===== config.mk =====
export PLATFORM = sky130hd
export DESIGN_NAME = soft_strap_port1_led_defaults
export DESIGN_NICKNAME = d
export VERILOG_FILES = /design/src/design/soft_strap_port1_led_defaults.v /design/src/design/strap_holder.v /design/src/design/crossover_resolver.v
export VERILOG_INCLUDE_DIRS = /design/src /design/src/design
export SDC_FILE = /design/constraint.sdc
export NUM_CORES = 1
export LEC_CHECK = 0
export ABC_AREA = 1
export BUFFER_PORTS_ARGS = -buffer_cell sky130_fd_sc_hd__buf_2
export CAP_MARGIN = 0
export CORE_UTILIZATION = 58
export CTS_CLUSTER_DIAMETER = 80
export DETAILED_ROUTE_END_ITERATION = 16
export PLACE_DENSITY = 0.86
export SYNTH_ARGS = -nofsm -noshare
export SYNTH_HDL_FRONTEND = slang
export SYNTH_HIERARCHICAL = 1
export SYNTH_SLANG_ARGS = --single-unit

===== constraint.sdc =====
create_clock -name clock_i -period 3.2 [get_ports clock_i]
set_clock_uncertainty 0.1 [all_clocks]
set_input_delay 0.64 -clock clock_i [delete_from_list [all_inputs] [get_ports clock_i]]
set_output_delay 0.64 -clock clock_i [all_outputs]
set_load 0.05 [all_outputs]

===== src/design/strap_loader_defines.vh =====
// Offsets, field positions, reset values and codes for the soft strap loader
`ifndef STRAP_LOADER_DEFINES_VH
`define STRAP_LOADER_DEFINES_VH

// ==========================================================
// Register offsets
`define OFS_INDICATOR_CFG     8'h00
`define OFS_HARDWARE_CFG      8'h04
`define OFS_PHY_BASIC_CTRL    8'h08
`define OFS_PHY_NEG_ADVERT    8'h0c
`define OFS_PHY_SPECIAL_MODES 8'h10
`define OFS_PHY_SPECIAL_CTRL  8'h14
`define OFS_MEDIA_BASIC_CTRL  8'h18

// ==========================================================
// Soft strap vector layout
`define STRAP_W        12
`define STRAP_EN_LSB   0
`define STRAP_EN_MSB   5
`define STRAP_FUN_LSB  6
`define STRAP_FUN_MSB  7
`define STRAP_AUTO_BIT 8
`define STRAP_MAN_BIT  9
`define STRAP_AN_BIT   10
`define STRAP_HB_BIT   11
// Enables 1, function 00, auto 0, manual 0, negotiation 1, heartbeat 0
`define STRAP_RESET_VALUE 12'h43f

// ==========================================================
// Register field positions
`define FLD_IND_FUN_LSB   8
`define FLD_HW_AUTO_BIT   0
`define FLD_HW_READY_BIT  1
`define FLD_BC_DUPLEX_BIT 8
`define FLD_BC_NEG_BIT    12
`define FLD_BC_SPEED_BIT  13
`define FLD_ADV_10HD_BIT  5
`define FLD_ADV_10FD_BIT  6
`define FLD_SM_MODE_LSB   5
`define FLD_SC_AUTO_BIT   12
`define FLD_SC_MDIX_BIT   13
`define FLD_SC_SEL_LSB    14
`define FLD_MB_HB_BIT     11

// ==========================================================
// Port 1 mode codes
`define MODE_INTERNAL_PHY 3'h7
`define MODE_MII_PHY      3'h1
`define MODE_RMII_PHY     3'h2
`define MODE_MII_MAC      3'h3

// ==========================================================
// Crossover control select codes
`define XSEL_STRAP      2'h0
`define XSEL_FORCE_AUTO 2'h1
`define XSEL_FORCE_MDI  2'h2
`define XSEL_FORCE_MDIX 2'h3
`define XSEL_RESET      2'h0

`endif


===== src/design/soft_strap_port1_led_defaults.v =====
// Soft strap loader for indicator and Port 1 PHY register defaults
`timescale 1ns/100ps
`include "strap_loader_defines.vh"

// Overview of operation
// - Six indicator enable bits load from six enable straps, default one.
// - Two-bit indicator function field loads from function straps, default 00.
// - Auto-crossover strap sets hardware config strap-state bit; pin shared with indicator.
// - Strap-based crossover select uses auto strap combined with manual strap.
// - Auto strap low: manual strap 0 gives MDI, 1 gives MDIX; default 0.
// - Crossover straps ignored in MII PHY, RMII PHY or MII MAC mode.
// - Negotiation strap sets PHY negotiation enable reset value; default 1 in internal PHY.
// - Negotiation strap also shapes speed, duplex, 10BASE-T advert and mode field.
// - Heartbeat test off bit loads from its strap only in MII PHY mode.
// - Heartbeat strap ignored in internal PHY, RMII PHY or MII MAC mode.
// - Straps captured at reset release; EEPROM loader may replace any value.
// - Digital reset or reload without EEPROM restores captured values, no resampling.
module soft_strap_port1_led_defaults #(
    parameter ADDR_W = 8,
    parameter DATA_W = 16
) (
    input  wire                clock_i,
    input  wire                rst_i,
    input  wire                ce_i,
    input  wire [5:0]          indicator_enable_straps_i,
    input  wire [1:0]          indicator_function_straps_i,
    input  wire                port1_indicator_pin_i,
    input  wire                manual_crossover_strap_i,
    input  wire                negotiation_strap_i,
    input  wire                port1_heartbeat_test_off_strap_i,
    input  wire [2:0]          port1_mode_i,
    input  wire                port1_speed_strap_i,
    input  wire                port1_duplex_strap_i,
    input  wire                eeprom_present_i,
    input  wire                eeprom_write_i,
    input  wire [11:0]         eeprom_data_i,
    input  wire                restore_i,
    input  wire [ADDR_W-1:0]   addr_i,
    input  wire [DATA_W-1:0]   wr_data_i,
    input  wire                wr_i,
    input  wire                rd_i,
    output wire [DATA_W-1:0]   rd_data_o,
    output wire [5:0]          indicator_enable_bits_o,
    output wire [1:0]          indicator_function_field_o,
    output wire                phy_negotiation_enable_o,
    output wire                crossover_auto_o,
    output wire                crossover_mdix_o,
    output wire                heartbeat_test_off_bit_o,
    output wire                straps_ready_o
);
    wire [`STRAP_W-1:0] strap_pins;
    wire [`STRAP_W-1:0] active;
    wire                captured;
    wire                load;
    wire                xover_auto;
    wire                xover_mdix;
    wire                internal_phy;

    reg  [5:0]          ind_en_ff;
    reg  [1:0]          ind_fun_ff;
    reg                 auto_state_ff;
    reg                 neg_en_ff;
    reg                 speed_low_ff;
    reg                 bit_a_ff;
    reg                 adv_10fd_ff;
    reg                 adv_10hd_ff;
    reg  [2:0]          phy_mode_ff;
    reg  [1:0]          xsel_ff;
    reg                 hb_off_ff;
    reg                 ready_ff;
    reg  [DATA_W-1:0]   rd_data_ff;
    reg  [DATA_W-1:0]   nxt_rd_data;

    // ==========================================================
    // Strap capture
    assign strap_pins = {port1_heartbeat_test_off_strap_i, negotiation_strap_i,
                         manual_crossover_strap_i, port1_indicator_pin_i,
                         indicator_function_straps_i, indicator_enable_straps_i};
    assign internal_phy = (port1_mode_i == `MODE_INTERNAL_PHY);

    strap_holder #(
        .W (`STRAP_W)
    ) u_holder (
        .clock_i          (clock_i),
        .rst_i            (rst_i),
        .ce_i             (ce_i),
        .strap_pins_i     (strap_pins),
        .reset_value_i    (`STRAP_RESET_VALUE),
        .eeprom_present_i (eeprom_present_i),
        .eeprom_write_i   (eeprom_write_i),
        .eeprom_data_i    (eeprom_data_i),
        .restore_i        (restore_i),
        .active_o         (active),
        .captured_o       (captured),
        .load_o           (load)
    );

    // ==========================================================
    // Crossover decision
    crossover_resolver u_xover (
        .clock_i        (clock_i),
        .rst_i          (rst_i),
        .ce_i           (ce_i),
        .mode_i         (port1_mode_i),
        .select_i       (xsel_ff),
        .auto_strap_i   (active[`STRAP_AUTO_BIT]),
        .manual_strap_i (active[`STRAP_MAN_BIT]),
        .auto_o         (xover_auto),
        .mdix_o         (xover_mdix)
    );

    // ==========================================================
    // Register defaults and software writes
    // A strap load overrides a write in the same cycle, so the defaults always land
    always @(posedge clock_i or posedge rst_i)
    begin
        if (rst_i)
        begin
            ind_en_ff     <= 6'h3f;
            ind_fun_ff    <= 2'h0;
            auto_state_ff <= 1'b0;
            neg_en_ff     <= 1'b1;
            speed_low_ff  <= 1'b1;
            bit_a_ff      <= 1'b1;
            adv_10fd_ff   <= 1'b1;
            adv_10hd_ff   <= 1'b1;
            phy_mode_ff   <= `MODE_INTERNAL_PHY;
            xsel_ff       <= `XSEL_RESET;
            hb_off_ff     <= 1'b0;
            ready_ff      <= 1'b0;
        end
        else if (ce_i)
        begin
            ready_ff <= captured;
            if (load)
            begin
                ind_en_ff     <= active[`STRAP_EN_MSB:`STRAP_EN_LSB];
                ind_fun_ff    <= active[`STRAP_FUN_MSB:`STRAP_FUN_LSB];
                auto_state_ff <= active[`STRAP_AUTO_BIT];
                // Negotiation only meaningful on the internal PHY
                neg_en_ff     <= internal_phy & active[`STRAP_AN_BIT];
                if (internal_phy && active[`STRAP_AN_BIT])
                begin
                    speed_low_ff <= 1'b1;
                    bit_a_ff     <= 1'b1;
                    adv_10fd_ff  <= 1'b1;
                    adv_10hd_ff  <= 1'b1;
                    phy_mode_ff  <= 3'h7;
                end
                else
                begin
                    speed_low_ff <= port1_speed_strap_i;
                    bit_a_ff     <= port1_duplex_strap_i;
                    adv_10fd_ff  <= ~port1_speed_strap_i & port1_duplex_strap_i;
                    adv_10hd_ff  <= ~port1_speed_strap_i & ~port1_duplex_strap_i;
                    phy_mode_ff  <= {1'b0, port1_speed_strap_i, port1_duplex_strap_i};
                end
                if (port1_mode_i == `MODE_MII_PHY)
                    hb_off_ff <= active[`STRAP_HB_BIT];
                else
                    hb_off_ff <= 1'b0;
            end
            else if (wr_i)
            begin
                case (addr_i)
                    `OFS_INDICATOR_CFG:
                    begin
                        ind_en_ff  <= wr_data_i[5:0];
                        ind_fun_ff <= wr_data_i[`FLD_IND_FUN_LSB+1:`FLD_IND_FUN_LSB];
                    end
                    `OFS_PHY_BASIC_CTRL:
                    begin
                        neg_en_ff    <= wr_data_i[`FLD_BC_NEG_BIT];
                        speed_low_ff <= wr_data_i[`FLD_BC_SPEED_BIT];
                        bit_a_ff     <= wr_data_i[`FLD_BC_DUPLEX_BIT];
                    end
                    `OFS_PHY_NEG_ADVERT:
                    begin
                        adv_10fd_ff <= wr_data_i[`FLD_ADV_10FD_BIT];
                        adv_10hd_ff <= wr_data_i[`FLD_ADV_10HD_BIT];
                    end
                    `OFS_PHY_SPECIAL_CTRL:
                        xsel_ff <= wr_data_i[`FLD_SC_SEL_LSB+1:`FLD_SC_SEL_LSB];
                    `OFS_MEDIA_BASIC_CTRL:
                        hb_off_ff <= wr_data_i[`FLD_MB_HB_BIT];
                    default:
                        ready_ff <= captured;
                endcase
            end
        end
    end

    // ==========================================================
    // Read path, data valid only in the cycle after the strobe
    always @*
    begin
        nxt_rd_data = {DATA_W{1'b0}};
        if (rd_i)
        begin
            case (addr_i)
                `OFS_INDICATOR_CFG:
                begin
                    nxt_rd_data[5:0] = ind_en_ff;
                    nxt_rd_data[`FLD_IND_FUN_LSB+1:`FLD_IND_FUN_LSB] = ind_fun_ff;
                end
                `OFS_HARDWARE_CFG:
                begin
                    nxt_rd_data[`FLD_HW_AUTO_BIT]  = auto_state_ff;
                    nxt_rd_data[`FLD_HW_READY_BIT] = ready_ff;
                end
                `OFS_PHY_BASIC_CTRL:
                begin
                    nxt_rd_data[`FLD_BC_NEG_BIT]    = neg_en_ff;
                    nxt_rd_data[`FLD_BC_SPEED_BIT]  = speed_low_ff;
                    nxt_rd_data[`FLD_BC_DUPLEX_BIT] = bit_a_ff;
                end
                `OFS_PHY_NEG_ADVERT:
                begin
                    nxt_rd_data[`FLD_ADV_10FD_BIT] = adv_10fd_ff;
                    nxt_rd_data[`FLD_ADV_10HD_BIT] = adv_10hd_ff;
                end
                `OFS_PHY_SPECIAL_MODES:
                    nxt_rd_data[`FLD_SM_MODE_LSB+2:`FLD_SM_MODE_LSB] = phy_mode_ff;
                `OFS_PHY_SPECIAL_CTRL:
                begin
                    nxt_rd_data[`FLD_SC_SEL_LSB+1:`FLD_SC_SEL_LSB] = xsel_ff;
                    nxt_rd_data[`FLD_SC_AUTO_BIT] = xover_auto;
                    nxt_rd_data[`FLD_SC_MDIX_BIT] = xover_mdix;
                end
                `OFS_MEDIA_BASIC_CTRL:
                    nxt_rd_data[`FLD_MB_HB_BIT] = hb_off_ff;
                default:
                    nxt_rd_data = {DATA_W{1'b0}};
            endcase
        end
    end

    always @(posedge clock_i or posedge rst_i)
    begin
        if (rst_i)
            rd_data_ff <= {DATA_W{1'b0}};
        else if (ce_i)
            rd_data_ff <= nxt_rd_data;
    end

    // ==========================================================
    // Outputs
    assign rd_data_o                  = rd_data_ff;
    assign indicator_enable_bits_o    = ind_en_ff;
    assign indicator_function_field_o = ind_fun_ff;
    assign phy_negotiation_enable_o   = neg_en_ff;
    assign crossover_auto_o           = xover_auto;
    assign crossover_mdix_o           = xover_mdix;
    assign heartbeat_test_off_bit_o   = hb_off_ff;
    assign straps_ready_o             = ready_ff;
endmodule // soft_strap_port1_led_defaults


===== src/design/strap_holder.v =====
// Strap capture at reset release, loader override and restore
`timescale 1ns/100ps
module strap_holder #(
    parameter W = 12
) (
    input  wire         clock_i,
    input  wire         rst_i,
    input  wire         ce_i,
    input  wire [W-1:0] strap_pins_i,
    input  wire [W-1:0] reset_value_i,
    input  wire         eeprom_present_i,
    input  wire         eeprom_write_i,
    input  wire [W-1:0] eeprom_data_i,
    input  wire         restore_i,
    output wire [W-1:0] active_o,
    output wire         captured_o,
    output wire         load_o
);
    reg [W-1:0] captured_ff;
    reg [W-1:0] active_ff;
    reg         done_ff;
    reg         load_ff;

    // ==========================================================
    // Capture and override
    // Pins are only sampled once; restore reuses the stored copy
    always @(posedge clock_i or posedge rst_i)
    begin
        if (rst_i)
        begin
            captured_ff <= {W{1'b0}};
            active_ff   <= {W{1'b0}};
            done_ff     <= 1'b0;
            load_ff     <= 1'b0;
        end
        else if (ce_i)
        begin
            load_ff <= 1'b0;
            if (!done_ff)
            begin
                captured_ff <= strap_pins_i;
                active_ff   <= strap_pins_i;
                done_ff     <= 1'b1;
                load_ff     <= 1'b1;
            end
            else if (eeprom_write_i && eeprom_present_i)
            begin
                active_ff <= eeprom_data_i;
                load_ff   <= 1'b1;
            end
            else if (restore_i && !eeprom_present_i)
            begin
                active_ff <= captured_ff;
                load_ff   <= 1'b1;
            end
        end
    end

    // Before capture the tie-off defaults stand
    assign active_o   = done_ff ? active_ff : reset_value_i;
    assign captured_o = done_ff;
    assign load_o     = load_ff;
endmodule // strap_holder


===== src/design/crossover_resolver.v =====
// Port 1 crossover decision from straps, mode and control select
`timescale 1ns/100ps
`include "strap_loader_defines.vh"
module crossover_resolver (
    input  wire       clock_i,
    input  wire       rst_i,
    input  wire       ce_i,
    input  wire [2:0] mode_i,
    input  wire [1:0] select_i,
    input  wire       auto_strap_i,
    input  wire       manual_strap_i,
    output wire       auto_o,
    output wire       mdix_o
);
    reg auto_ff;
    reg mdix_ff;
    reg nxt_auto;
    reg nxt_mdix;

    // ==========================================================
    // Decision
    always @*
    begin
        nxt_auto = 1'b0;
        nxt_mdix = 1'b0;
        case (select_i)
            `XSEL_STRAP:
            begin
                if (mode_i != `MODE_INTERNAL_PHY)
                begin
                    nxt_auto = 1'b0;
                    nxt_mdix = 1'b0;
                end
                else if (auto_strap_i)
                    nxt_auto = 1'b1;
                else
                    nxt_mdix = manual_strap_i;
            end
            `XSEL_FORCE_AUTO: nxt_auto = 1'b1;
            `XSEL_FORCE_MDI:  nxt_mdix = 1'b0;
            `XSEL_FORCE_MDIX: nxt_mdix = 1'b1;
            default:          nxt_auto = 1'b0;
        endcase
    end

    always @(posedge clock_i or posedge rst_i)
    begin
        if (rst_i)
        begin
            auto_ff <= 1'b0;
            mdix_ff <= 1'b0;
        end
        else if (ce_i)
        begin
            auto_ff <= nxt_auto;
            mdix_ff <= nxt_mdix;
        end
    end

    assign auto_o = auto_ff;
    assign mdix_o = mdix_ff;
endmodule // crossover_resolver


==> flow_summary.yaml <==
yosys:
  postSynth.asyncResetShare_pct: 100
  yosys.area.top_type: "dfrtp_1"
  ys_top_cells_by_count: "268 x nand2_1, 63 x nand3_1, 51 x inv_1"
  yosysWarnings: 6
  avgSynthCellArea_um2: 6.88
  yosysSeqAreaShare_pct: 44.4
  synth.most_common_cell: "nand2_1"
  synth_edf_count: 0
  synth.distinct_cells: 27
  ys.flop_type: "dfrtp_1"
  synth_top_area_share_pct: 34.3
  ys_seq_elements: 64
  synth_area_leaders: "dfrtp_1 34%, nand2_1 28%, dfstp_2 10%"
  synthesis.area_um2: 3650
  netlist_instances: 530
sta:
  fin_setup_tns_ps: 0
  hold_viol: 0
  fmax_mhz: 528
  tightestPinTransition_ps: 994
  rsz0062_at_grt: "false"
  period_minus_slack_ps: 1890
  drv_slew: 0
  fin_ws_ps: 1310
  slew_headroom_pct: 33.7
  setup_violations: 0
  min_period_over_period_pct: 59.1
floorplanning:
  fp.dieW_um: 81.3
  rows: 28
  die_h_um: 81.3
  ios: 90
  coreArea_um2: 5990
  die_area_um2: 6610
  initial_core_util_pct: 60.9
critical_path:
  cp_max_fo: 3
  crit_family: "flip-flops"
  start_kind: "flip-flop"
  cpPeakStageDelay_ps: 550
  worstPathRequired_ps: 2460
  cp-end-kind: "output port"
  crit_buf_inv: 1
  crit_slowest_cell: "dfstp_2"
  critical_path_class: "flip-flop to output port"
  path_cells: "buf_2"
  cp.arrival_ps: 1150
grt:
  grtUsageMet3_pct: 4.49
  grt_start_max_net_pins: 39
  use_met1_pct: 33.9
  antenna_found_initial: 0
  use_met2_pct: 49.8
  grt_pass1_vias: 3291
  grt_pass1_wl_mm: 14.2
  grt_usage_pct: 28.4
  grt_most_used_layer: "met2"
  overflow: 0
route:
  drc_errors: 0
  viasPerCell: 5.15
  wirelength_mm: 8.78
  drt_iter0_drc: 225
  routedWlPerCell_um: 12.5
  ant_nets: 0
  first_pass_iters: 5
  num_vias: 3604
power_and_ir_drop:
  p_comb_share_pct: 19.7
  p_clk_share_pct: 33.4
  p_leak_nw: 2.63
  seqPwrFrac_pct: 47.0
  powerDensity_nw_per_um2: 474
  sw_frac_of_total_pct: 31.4
  ir_drop_uv: 328
  switchingPower_mw: 0.640
  power.internal_mw: 1.40
place:
  io_buffers: 86
  dp_slack_ps: 1170
  gp_congestion: 0.850
  dp_hpwl_mm: 6.09
cts:
  numCtsBuffers: 9
  insertion_delay_ps: 340
  clk_pin_slew_ps: 70
  post_cts_buffers: 0
  htree_levels: 3
  cts_buffer_depth: 2
  clock-root-buffer: "clkbuf_8"
  cts_sinks: 64
  cts_tree: "built"
  ctsHoldBuffers: 0
  cts_resized: 0
final_layout:
  diodes: 0
  nets: 684
  syn_to_final_growth_pct: 18.1
  nFillCells: 513
  drive_gt1_share_pct: 22.4
hold_path:
  hold_class: "input port to async pin"
status:
  status: "finished clean"
job:
  drv_cap: 0
-- state kept, by name, summed over array words and instances, names as in the netlist, 2 cells and up --
signal	count
phy_mode_ff	3
indicator_enable_bits_o	6
xsel_ff	2
u_holder/captured_ff	12
u_holder/active_ff	12
indicator_function_field_o	2
rd_data_o	15
-- metrics by stage --
| stage | instances | utilization, % | power, mW | hold WS [ps] | area (um2) |
|---|---|---|---|---|---|
| finish | 700 | 71.9 | 2.04 | 62.7 | 4310 |
| global route | 700 | 71.9 | 2.13 | 62.1 | 4310 |
| CTS | 700 | 71.9 | 2.05 | 54.8 | 4310 |
| detailed placement | 684 | 68.7 | 1.37 | 358 | 4120 |
| global placement | 684 | 68.7 | 1.36 | 353 | 4120 |
| floorplan | 541 | - | 1.25 | 281 | 3690 |
-- power by group through the flow --
stage | registers, mW | logic [mW] | clock network, mW
final | 0.959 | 0.402 | 0.681
after global routing | 0.968 | 0.445 | 0.717
after CTS | 0.958 | 0.402 | 0.691
after detailed placement | 0.972 | 0.398 | 0
after global placement | 0.969 | 0.389 | 0
after floorplan | 1.06 | 0.188 | 0
-- kinds of logic after synthesis --
logic type,synth area share [%]
adders and majority gates,1.03
AOI/OAI and AO/OA,3.29
buffers and inverters,9.02
other,0.206
DFF,44.4
and+or+nand+nor,42.1
-- layer usage --
metal / part of all wire (%) / routed length [um]
met5: 0 / 0
met1: 43 / 3790
met4: 2.3 / 202
met2: 48 / 4260
met3: 6.1 / 534
-- final cells by class --
cell class                      instances  area (um2)  share of cell area [%]
Timing Repair Buffer                   88         445                    10.3
Clock inverter                          3        42.5                   0.987
Sequential cell                        64        1620                    37.6
Inverter                               58         219                    5.08
Multi-Input combinational cell        399        1740                    40.4
Tap cell                               75        93.8                    2.18
Clock buffer                           13         149                    3.46
-- path summary, 6_finish.rpt --
check | startpoint | to | slack (ps) | cells after the start
worst max-delay path | indicator_enable_bits_o[5] | indicator_enable_bits_o[5] | 1310 | 1
worst min-delay path | rst_i | u_xover/mdix_o | 60 | 2
worst max register to register | u_holder/captured_o | phy_negotiation_enable_o | 1340 | 9
worst min register to register | indicator_enable_bits_o[3] | indicator_enable_bits_o[3] | 370 | 2
max in group asynchronous | rst_i | u_holder/captured_ff[3] | 1940 | 2
min in group clock_i | indicator_enable_bits_o[3] | indicator_enable_bits_o[3] | 370 | 2
-- cell usage in the layout, fill, tap and decap left out, drive strengths merged --
master | netlist | final
a21oi | 2 | 2
nand3 | 64 | 64
inv | 56 | 56
nand2 | 276 | 276
clkinv | 2 | 3
nor2 | 18 | 18
clkinvlp | 0 | 1
o21ai | 14 | 14
nand4 | 5 | 5
a31oi | 4 | 4
buf | 18 | 88
bufinv | 0 | 1
conb | 2 | 13
dfrtp | 50 | 50
clkbuf | 2 | 13
ha | 3 | 3
dfstp | 14 | 14
Note: power is estimated with default switching activity, not from simulation.
